===== src/cssc_pkg.sv =====
package cssc_pkg;
   // ----------------------------------------
   // timing
   // ----------------------------------------
   localparam int CLK_MHZ = 200;
   localparam int CLK_KHZ = CLK_MHZ * 1000;
   localparam int HS_KHZ  = 8000;
   localparam int LS_KHZ  = 240;
   localparam int HS_DIV  = CLK_KHZ / HS_KHZ;
   localparam int LS_DIV  = CLK_KHZ / LS_KHZ;
   localparam int POC_WIN_NS  = 1930000;
   localparam int POC_STAB_NS = 5390000;
   localparam int POC_WIN_CYC  = POC_WIN_NS / 1000 * CLK_MHZ;
   localparam int POC_STAB_CYC = POC_STAB_NS / 1000 * CLK_MHZ;
   localparam int SUB_SETTLE_TICKS = 64;
   // ----------------------------------------
   // register map
   // ----------------------------------------
   localparam logic [7:0] A_IOM  = 8'h00;
   localparam logic [7:0] A_OMS  = 8'h04;
   localparam logic [7:0] A_HALT = 8'h08;
   localparam logic [7:0] A_SST  = 8'h0c;
   localparam logic [7:0] A_SSEL = 8'h10;
   localparam logic [7:0] A_CSEL = 8'h14;
   localparam int IOM_HS   = 0;
   localparam int IOM_LS   = 1;
   localparam int OMS_SUB  = 4;
   localparam int OMS_EXT  = 6;
   localparam int HALT_BIT = 7;
   localparam int CSEL_MAIN = 0;
   localparam int CSEL_SUB  = 1;
   localparam int CSEL_DIV  = 4;
   localparam logic [2:0] SSEL_RST = 3'h5;
   localparam logic [2:0] SSEL_MIN = 3'h1;
   localparam logic [2:0] DIV_RST  = 3'h1;
   localparam logic [2:0] DIV_MAX  = 3'h4;
   localparam logic [4:0] SST_RST  = 5'h00;
   localparam int SST_N = 5;
   // settle stages, shortest first
   localparam int SETTLE_EXP [SST_N] = '{11, 13, 14, 15, 16};
   localparam logic [1:0] RESP_OK  = 2'h0;
   localparam logic [1:0] RESP_ERR = 2'h2;
   // ----------------------------------------
   // types
   // ----------------------------------------
   typedef enum logic [1:0] {SRC_IHS, SRC_MAIN, SRC_SUB} cssc_src_t;
   typedef enum logic [1:0] {POC_HOLD, POC_RISE, POC_WAIT, POC_RUN} cssc_poc_t;
   typedef struct packed {
      logic poc_mode;
      logic ls_stop_ok;
      logic wdt_en;
   } cssc_opt_t;
   typedef struct packed {
      logic main_sys;
      logic sub;
      logic ls;
      logic cpu;
      logic periph;
      logic wdt;
      logic tmh1;
      logic lcd;
   } cssc_clk_t;
endpackage


===== src/cssc_top.sv =====
// The register offsets and the AXI4-Lite register port were decided locally.
`timescale 1ns/1ps
// Operation
// - high-speed oscillator self-starts at 8 MHz
// - cpu boots on internal high-speed clock
// - mode register bit stops high-speed oscillator
// - low-speed clock feeds only wdt, timer, lcd
// - option permits software low-speed stop
// - low-speed self-starts at 240 kHz, drives wdt
// - prescaler divides main clock for cpu
// - provide main, sub, low, cpu, peripheral clocks
// - low-threshold mode releases at low level
// - dual mode releases at high level
// - fast rise adds stabilization wait
// - settle status or select-wait gates crystal use
// - external clock needs no settle wait
// - stop halts high-speed sources
// - only idle sources may be stopped
// - settle select resets 05h, bad codes refused
// - settle status clears, sets in order, sticky
module cssc_top
   import cssc_pkg::*;
#(
   parameter int WIN_CYC  = POC_WIN_CYC,
   parameter int STAB_CYC = POC_STAB_CYC
) (
   input  wire logic        clk,
   input  wire logic        reset,
   input  wire logic [7:0]  awaddr,
   input  wire logic        awvalid,
   output logic             awready,
   input  wire logic [31:0] wdata,
   input  wire logic [3:0]  wstrb,
   input  wire logic        wvalid,
   output logic             wready,
   output logic [1:0]       bresp,
   output logic             bvalid,
   input  wire logic        bready,
   input  wire logic [7:0]  araddr,
   input  wire logic        arvalid,
   output logic             arready,
   output logic [31:0]      rdata,
   output logic [1:0]       rresp,
   output logic             rvalid,
   input  wire logic        rready,
   input  wire cssc_opt_t   opt,
   input  wire logic        vdd_low_ok,
   input  wire logic        vdd_high_ok,
   input  wire logic        stop_req,
   input  wire logic        stop_wake,
   input  wire logic        main_xtal_tick,
   input  wire logic        ext_main_clk_in,
   input  wire logic        sub_xtal_tick,
   output cssc_clk_t        clk_out,
   output logic             poweron_clear,
   output logic             int_hs_osc_en,
   output logic             int_ls_osc_en,
   output logic             main_osc_en,
   output logic             sub_osc_en,
   output cssc_src_t        cpu_src,
   output logic             stop_mode
);
   logic        aw_rdy_r, ar_rdy_r, bvalid_r, rvalid_r;
   logic [1:0]  bresp_r, rresp_r;
   logic [31:0] rdata_r;
   logic        hs_stop_r, ls_stop_r, ext_sel_r, sub_pin_r, halt_r, stop_r;
   logic [2:0]  ssel_r, div_r;
   logic [4:0]  sst_r;
   logic [16:0] cnt_r;
   logic [7:0]  sub_cnt_r;
   logic [4:0]  hs_div_r;
   logic [9:0]  ls_div_r;
   logic [3:0]  pre_r;
   logic [20:0] poc_cnt_r;
   cssc_poc_t   poc_st_r, poc_nxt;
   cssc_src_t   src_r;
   cssc_clk_t   clk_r, clk_nxt;
   logic        hs_en_r, ls_en_r, mo_en_r, clr_r;

   // ----------------------------------------
   // bus decode
   // ----------------------------------------
   wire         wr_go   = awvalid && wvalid && !aw_rdy_r && !bvalid_r;
   wire         rd_go   = arvalid && !ar_rdy_r && !rvalid_r;
   wire         wr_en   = aw_rdy_r && wstrb[0];
   wire [7:0]   wd      = wdata[7:0];
   wire         w_iom   = wr_en && awaddr == A_IOM;
   wire         w_oms   = wr_en && awaddr == A_OMS;
   wire         w_halt  = wr_en && awaddr == A_HALT;
   wire         w_ssel  = wr_en && awaddr == A_SSEL;
   wire         w_csel  = wr_en && awaddr == A_CSEL;
   wire         aw_hit  = awaddr inside {A_IOM, A_OMS, A_HALT, A_SST, A_SSEL, A_CSEL};
   wire         ar_hit  = araddr inside {A_IOM, A_OMS, A_HALT, A_SST, A_SSEL, A_CSEL};
   wire [2:0]   w_div   = wd[CSEL_DIV +: 3];
   wire [31:0]  r_iom   = (32'(ls_stop_r) << IOM_LS) | (32'(hs_stop_r) << IOM_HS);
   wire [31:0]  r_oms   = (32'(ext_sel_r) << OMS_EXT) | (32'(sub_pin_r) << OMS_SUB);
   wire [31:0]  r_csel  = (32'(div_r) << CSEL_DIV) | (32'(src_r == SRC_SUB) << CSEL_SUB)
                        | (32'(src_r == SRC_MAIN) << CSEL_MAIN);
   wire [31:0]  rd_val  = araddr == A_IOM  ? r_iom :
                          araddr == A_OMS  ? r_oms :
                          araddr == A_HALT ? 32'(halt_r) << HALT_BIT :
                          araddr == A_SST  ? 32'(sst_r) :
                          araddr == A_SSEL ? 32'(ssel_r) :
                          araddr == A_CSEL ? r_csel : 32'h0;

   // ----------------------------------------
   // source state
   // ----------------------------------------
   wire         poc_run  = poc_st_r == POC_RUN;
   wire         hs_run   = poc_run && !hs_stop_r && !stop_r;
   // option gates the software stop
   // stop permission
   wire         ls_run   = poc_run && !(opt.ls_stop_ok && ls_stop_r);
   wire         main_run = poc_run && !halt_r && !stop_r;
   wire         sub_run  = poc_run && sub_pin_r;
   wire [2:0]   sidx     = ssel_r - SSEL_MIN;
   wire         settled  = cnt_r >= (17'h1 << SETTLE_EXP[sidx]);
   wire         main_rdy = main_run && (ext_sel_r || settled);
   wire         sub_rdy  = sub_run && sub_cnt_r == 8'(SUB_SETTLE_TICKS);
   wire         sst_clr  = stop_r || halt_r;
   wire         hs_tick  = hs_run && hs_div_r == 5'(HS_DIV - 1);
   wire         ls_tick  = ls_run && ls_div_r == 10'(LS_DIV - 1);
   wire         hx_tick  = main_run && (ext_sel_r ? ext_main_clk_in : main_xtal_tick);
   wire         sub_tick = sub_run && sub_xtal_tick;
   wire         on_main  = src_r == SRC_MAIN;
   wire         ms_tick  = on_main ? hx_tick : hs_tick;
   wire [3:0]   pmask    = 4'((5'h1 << div_r) - 5'h1);
   // cpu on main crystal waits for select time after wake
   wire         cpu_hold = !poc_run || stop_r || (on_main && !main_rdy);
   wire         pre_tick = ms_tick && (pre_r & pmask) == pmask;

   // ----------------------------------------
   // axi4-lite slave
   // ----------------------------------------
   always_ff @(posedge clk or posedge reset) begin
      if (reset) begin
         aw_rdy_r <= 1'b0;
         bvalid_r <= 1'b0;
         bresp_r  <= RESP_OK;
      end else begin
         aw_rdy_r <= wr_go;
         if (aw_rdy_r) begin
            bvalid_r <= 1'b1;
            bresp_r  <= aw_hit ? RESP_OK : RESP_ERR;
         end else if (bready) begin
            bvalid_r <= 1'b0;
         end
      end
   end

   always_ff @(posedge clk or posedge reset) begin
      if (reset) begin
         ar_rdy_r <= 1'b0;
         rvalid_r <= 1'b0;
         rdata_r  <= 32'h0;
         rresp_r  <= RESP_OK;
      end else begin
         ar_rdy_r <= rd_go;
         if (ar_rdy_r) begin
            rvalid_r <= 1'b1;
            rdata_r  <= rd_val;
            rresp_r  <= ar_hit ? RESP_OK : RESP_ERR;
         end else if (rready) begin
            rvalid_r <= 1'b0;
         end
      end
   end

   // ----------------------------------------
   // control registers
   // ----------------------------------------
   always_ff @(posedge clk or posedge reset) begin
      if (reset) begin
         hs_stop_r <= 1'b0;
         ls_stop_r <= 1'b0;
         ext_sel_r <= 1'b0;
         sub_pin_r <= 1'b0;
         halt_r    <= 1'b1;
         ssel_r    <= SSEL_RST;
         div_r     <= DIV_RST;
      end else begin
         if (w_iom) begin
            hs_stop_r <= wd[IOM_HS] && src_r != SRC_IHS;
            ls_stop_r <= wd[IOM_LS];
         end
         if (w_oms && (wd[OMS_SUB] || src_r != SRC_SUB))
            sub_pin_r <= wd[OMS_SUB];
         // pin mode is frozen while the crystal runs
         if (w_oms && halt_r)
            ext_sel_r <= wd[OMS_EXT];
         if (w_halt && (!wd[HALT_BIT] || !on_main))
            halt_r <= wd[HALT_BIT];
         if (w_ssel && wd[2:0] >= SSEL_MIN && wd[2:0] <= SSEL_RST)
            ssel_r <= wd[2:0];
         if (w_csel && w_div <= DIV_MAX)
            div_r <= w_div;
      end
   end

   always_ff @(posedge clk or posedge reset) begin
      if (reset) begin
         src_r <= SRC_IHS;
      end else if (w_csel) begin
         if (wd[CSEL_SUB] && sub_rdy)
            src_r <= SRC_SUB;
         else if (wd[CSEL_MAIN] && !wd[CSEL_SUB] && main_rdy)
            src_r <= SRC_MAIN;
         else if (!wd[CSEL_MAIN] && !wd[CSEL_SUB] && hs_run)
            src_r <= SRC_IHS;
      end
   end

   always_ff @(posedge clk or posedge reset) begin
      if (reset)
         stop_r <= 1'b0;
      else if (stop_req)
         stop_r <= 1'b1;
      else if (stop_wake)
         stop_r <= 1'b0;
   end

   // ----------------------------------------
   // settle counters
   // ----------------------------------------
   // counter stops at selected limit
   always_ff @(posedge clk or posedge reset) begin
      if (reset)
         cnt_r <= 17'h0;
      else if (sst_clr)
         cnt_r <= 17'h0;
      else if (hx_tick && !ext_sel_r && !settled)
         cnt_r <= cnt_r + 17'h1;
   end

   // stages set shortest first, bit 4 first
   for (genvar i = 0; i < SST_N; i++) begin : g_sst
      always_ff @(posedge clk or posedge reset) begin
         if (reset)
            sst_r[SST_N - 1 - i] <= 1'b0;
         else if (sst_clr)
            sst_r[SST_N - 1 - i] <= 1'b0;
         else if (cnt_r >= (17'h1 << SETTLE_EXP[i]))
            sst_r[SST_N - 1 - i] <= 1'b1;
      end
   end

   always_ff @(posedge clk or posedge reset) begin
      if (reset)
         sub_cnt_r <= 8'h0;
      else if (!sub_run)
         sub_cnt_r <= 8'h0;
      else if (sub_tick && !sub_rdy)
         sub_cnt_r <= sub_cnt_r + 8'h1;
   end

   // ----------------------------------------
   // dividers and prescaler
   // ----------------------------------------
   // free-running oscillator models
   always_ff @(posedge clk or posedge reset) begin
      if (reset) begin
         hs_div_r <= 5'h0;
         ls_div_r <= 10'h0;
      end else begin
         hs_div_r <= (!hs_run || hs_tick) ? 5'h0 : hs_div_r + 5'h1;
         ls_div_r <= (!ls_run || ls_tick) ? 10'h0 : ls_div_r + 10'h1;
      end
   end

   // divide by two to the div_r
   always_ff @(posedge clk or posedge reset) begin
      if (reset)
         pre_r <= 4'h0;
      else if (ms_tick)
         pre_r <= pre_r + 4'h1;
   end

   // clock tree, low-speed never to cpu
   always_comb begin
      clk_nxt          = '0;
      clk_nxt.main_sys = ms_tick;
      clk_nxt.periph   = ms_tick;
      clk_nxt.sub      = sub_tick;
      clk_nxt.ls       = ls_tick;
      clk_nxt.wdt      = ls_tick && opt.wdt_en;
      clk_nxt.tmh1     = ls_tick;
      clk_nxt.lcd      = ls_tick;
      clk_nxt.cpu      = !cpu_hold && (src_r == SRC_SUB ? sub_tick : pre_tick);
   end

   always_ff @(posedge clk or posedge reset) begin
      if (reset) begin
         clk_r   <= '0;
         hs_en_r <= 1'b0;
         ls_en_r <= 1'b0;
         mo_en_r <= 1'b0;
      end else begin
         clk_r   <= clk_nxt;
         hs_en_r <= hs_run;
         ls_en_r <= ls_run;
         mo_en_r <= main_run;
      end
   end

   // ----------------------------------------
   // power-on clear
   // ----------------------------------------
   // release sequencing
   always_comb begin
      poc_nxt = poc_st_r;
      unique case (poc_st_r)
         POC_HOLD: if (vdd_low_ok) poc_nxt = opt.poc_mode ? POC_RISE : POC_RUN;
         POC_RISE: if (!vdd_low_ok) poc_nxt = POC_HOLD;
                   else if (vdd_high_ok) poc_nxt = poc_cnt_r < 21'(WIN_CYC) ? POC_WAIT : POC_RUN;
         POC_WAIT: if (poc_cnt_r >= 21'(STAB_CYC - 1)) poc_nxt = POC_RUN;
         POC_RUN:  if (!vdd_low_ok) poc_nxt = POC_HOLD;
      endcase
   end

   always_ff @(posedge clk or posedge reset) begin
      if (reset) begin
         poc_st_r  <= POC_HOLD;
         poc_cnt_r <= 21'h0;
         clr_r     <= 1'b1;
      end else begin
         poc_st_r  <= poc_nxt;
         // flop copy of the decode, same timing as the state
         clr_r     <= poc_nxt != POC_RUN;
         poc_cnt_r <= poc_st_r == POC_HOLD ? 21'h0 : poc_cnt_r + 21'(poc_st_r != POC_RUN);
      end
   end

   // ----------------------------------------
   // outputs
   // ----------------------------------------
   assign awready       = aw_rdy_r;
   assign wready        = aw_rdy_r;
   assign bvalid        = bvalid_r;
   assign bresp         = bresp_r;
   assign arready       = ar_rdy_r;
   assign rvalid        = rvalid_r;
   assign rdata         = rdata_r;
   assign rresp         = rresp_r;
   assign clk_out       = clk_r;
   assign poweron_clear = clr_r;
   assign int_hs_osc_en = hs_en_r;
   assign int_ls_osc_en = ls_en_r;
   assign main_osc_en   = mo_en_r;
   assign sub_osc_en    = sub_pin_r;
   assign cpu_src       = src_r;
   assign stop_mode     = stop_r;
endmodule // cssc_top


===== config.mk =====
export PLATFORM = sky130hd
export DESIGN_NAME = cssc_top
export DESIGN_NICKNAME = d
export VERILOG_FILES = /design/src/cssc_pkg.sv /design/src/cssc_top.sv
export SDC_FILE = /design/constraint.sdc
export NUM_CORES = 1
export LEC_CHECK = 0
export ABC_CLOCK_PERIOD_IN_PS = 6930
export CAP_MARGIN = 20
export CORE_MARGIN = 4
export CORE_UTILIZATION = 35
export DETAILED_ROUTE_END_ITERATION = 6
export DONT_BUFFER_PORTS = 1
export GPL_TIMING_DRIVEN = 1
export PLACE_DENSITY = 0.6
export RECOVER_POWER = 50
export SYNTH_ARGS = -nofsm -noshare
export SYNTH_HDL_FRONTEND = slang
export SYNTH_SLANG_ARGS = --single-unit

===== constraint.sdc =====
create_clock -name clk -period 6.93 [get_ports clk]
set_input_delay 0.693 -clock clk [delete_from_list [all_inputs] [get_ports clk]]
set_output_delay 0.693 -clock clk [all_outputs]
set_load 0.1 [all_outputs]

==> results.tsv <==
stage	metric	value	unit
floorplanning	fp.dieW	137	µm
global_routing	antenna_found_initial	0	
timing	fmax	305	MHz
power	intPower	1.05	mW
detailed_routing	drt_iter0_drc	186	
power	p_sw	0.541	mW
placed_design	place_area	5920	µm²
floorplanning	rows	46	
clocking	htreeDepth	3	
detailed_routing	drc	0	
global_routing	grt_pass1_vias	4201	
finish	n_antenna_cell	0	
yosys	synth-edff-count	0	
finish	syn_to_final_growth	8.37	%
power	leakagePower	2.67	nW
detailed_routing	route.antenna.remaining_nets	0	
clocking	clk_latency	0.35	ns
timing	slew_headroom	-24.3	%
yosys	synth.cell_area	5780	µm²
clocking	cts-root-buf	clkbuf_16	
timing	hold_slack	0.426	ns
floorplanning	core_area	16100	µm²
detailed_routing	vias	4252	
timing	setup-violations-final	0	
timing	rsz0062_at_grt	false	
yosys	synthCells	602	
global_routing	grt_pass1_wl	21100	µm
floorplanning	die_area	18600	µm²
yosys	yosysTopAreaCell	dfrtp_1	
run_status	status	finished, violations left	
detailed_routing	drt-pass1-iter-count	4	
finish	fill_cells	1575	
hold_path	min_path_type	primary input to register	
yosys	synth_flop_cell	dfrtp_1	
timing	tns	0	ns
detailed_routing	wl_per_cell	15.6	µm
clocking	cts_sinks	109	
power	p_seq_share	50.6	%
yosys	synthTopCellsByCount	dfrtp_1, nor2_1, nand2_1	
power	powerDensity	253	nW/µm²
finish	drive_gt1_share	7.77	%
global_routing	grt_max_degree	83	
timing	finalWorstPathRequiredPeriod	3.28	ns
setup_path	cp-end-kind	register	
global_routing	grt_usage	14.1	%
timing	hold_viol_final	0	
power	switching_share	34.1	%
yosys	ys_types	62	
floorplanning	initial_utilization	36.0	%
clocking	cts_tree	yes	
yosys	synth-async-reset-ratio	100	%
placed_design	gp_congestion	0.811	
finish	layout.nets	687	
timing	clock_skew	0.00692	ns
yosys	ys_ff_latch	109	
run	max_cap_viol_count	2	
yosys	ys_warn_count	0	
timing	drv_slew	14	
setup_path	critPathArrivalTime	3.52	ns
clocking	clk_path_buf_depth	2	
yosys	syn_avg_cell_area	9.61	µm²
power	pwr-share-comb	13.3	%
clocking	cts_resized	0	
clocking	ctsHoldBuffers	0	
clocking	clk_pin_slew_worst_paths	0.07	ns
finish	multiInputGateArea	2740	µm²
yosys	synthTopCellsByArea	dfrtp_1, nor2_1, buf_4, ha_1, xor2_1	
yosys	synth_top_area_share	45.0	%
placed_design	hpwl	9310	µm
timing	worst_pin_slew	1.86	ns
yosys	synth_most_common_cell	dfrtp_1	
floorplanning	dieHeight	137	µm
clocking	numCtsBuffers	9	
setup_path	cp_max_fo	7	
setup_path	path_class	register to register	
clocking	post_cts_buffers	0	
global_routing	grt-ovfl-total	0	
run_status	violations	capacitance limit, slew limit	
power	p_clk_share	36.1	%
setup_path	critPathLaunchType	register	
detailed_routing	viasPerCell	5.18	
setup_path	worstPathRequired	7.17	ns
yosys	ys_seq_area_share	47.3	%
timing	finalCritPeriodShare	47.3	%
finish	fin_area	6270	µm²
placed_design	numPortBuffers	0	
power	vdd.ir_drop.worst	0.199	mV
floorplanning	ios	126	
finish	seq_area	2740	µm²
detailed_routing	wirelength	12800	µm
[layer usage]
metal / part of all wire, % / GRT usage [%]
met1: 44 / 18.2
met2: 49 / 23.0
met3: 6.8 / 4.85
met4: 0.55 / 3.14
met5: 0 / 0
[layout by cell type, fill, tap and decap left out, types with 12 or more instances in the layout]
cell type  count
nand4_1       13
dfrtp_1      102
xor2_1        24
o21ai_0       15
xnor2_1       15
ha_1          18
nand2_1       40
conb_1        27
nand3_1       33
or3_1         12
a21oi_1       23
nor2_1        78
inv_1         29
[cells by family after synthesis]
family | Yosys count | synth area share, %
and+or+nand+nor | 251 | 22.4
DFF | 109 | 47.3
AOI/OAI and AO/OA | 93 | 10.8
buffers and inverters | 77 | 7.14
xor gates and xnor gates | 39 | 5.91
adders and majority gates | 18 | 3.89
muxes | 13 | 2.40
other | 2 | 0.130
[registers in the layout (all words and copies together) (netlist names), 2 cells and up]
signal / cells
cpu_src: 2
poc_cnt_r: 21
sst_r: 5
ssel_r: 3
rdata: 8
div_r: 3
cnt_r: 17
hs_div_r: 5
pre_r: 4
ls_div_r: 10
sub_cnt_r: 8
clk_out: 5
poc_st_r: 2
[worst max-delay path, cell delays in order (launching register included)]
cell	delay (ns)
dfrtp_1	1.61
nand2_1	0.21
or3_1	0.47
a2111oi_2	0.49
mux2_2	0.39
[area by class of cell]
class | instances | share of cell area [%]
flip-flops and latches | 109 | 43.7
repair buffers | 9 | 1.28
multi-input cells | 441 | 43.6
clock inverters | 6 | 1.50
well taps | 216 | 4.31
clock buffers | 10 | 3.81
inverters | 30 | 1.82
[stage by stage]
step	cells	total power [mW]	util (%)	setup slack (ns)
2_1_floorplan	627	0.997	-	3.37
3_3_place_gp	804	1.02	36.9	4.15
3_5_place_dp	804	1.03	36.9	4.14
4_1_cts	820	1.61	38.9	4.14
5_1_grt	821	1.66	39.0	3.41
6_report	821	1.59	39.0	3.65
[path summary, 6_finish.rpt]
| kind | start | endpoint | slack, ns | cells past startpoint |
|---|---|---|---|---|
| worst max register to register | awready | ssel_r[1] | 3.65 | 4 |
| worst min register to register | hs_div_r[0] | hs_div_r[0] | 0.49 | 1 |
| min in group asynchronous | reset | poc_cnt_r[18] | 0.46 | 1 |
| worst min-delay path | stop_req | stop_mode | 0.43 | 1 |
| max in group asynchronous | reset | ssel_r[0] | 4.82 | 3 |
| worst max-delay path | awready | ssel_r[1] | 3.65 | 4 |
[power by group through the flow]
| stage | combinational (mW) | sequential (mW) | clock [mW] |
|---|---|---|---|
| 2_1_floorplan | 0.197 | 0.800 | 0 |
| 3_3_place_gp | 0.205 | 0.815 | 0 |
| 3_5_place_dp | 0.213 | 0.815 | 0 |
| 4_1_cts | 0.213 | 0.804 | 0.592 |
| 5_1_grt | 0.235 | 0.809 | 0.614 |
| 6_report | 0.211 | 0.803 | 0.572 |
(Power assumes the default switching activity.)
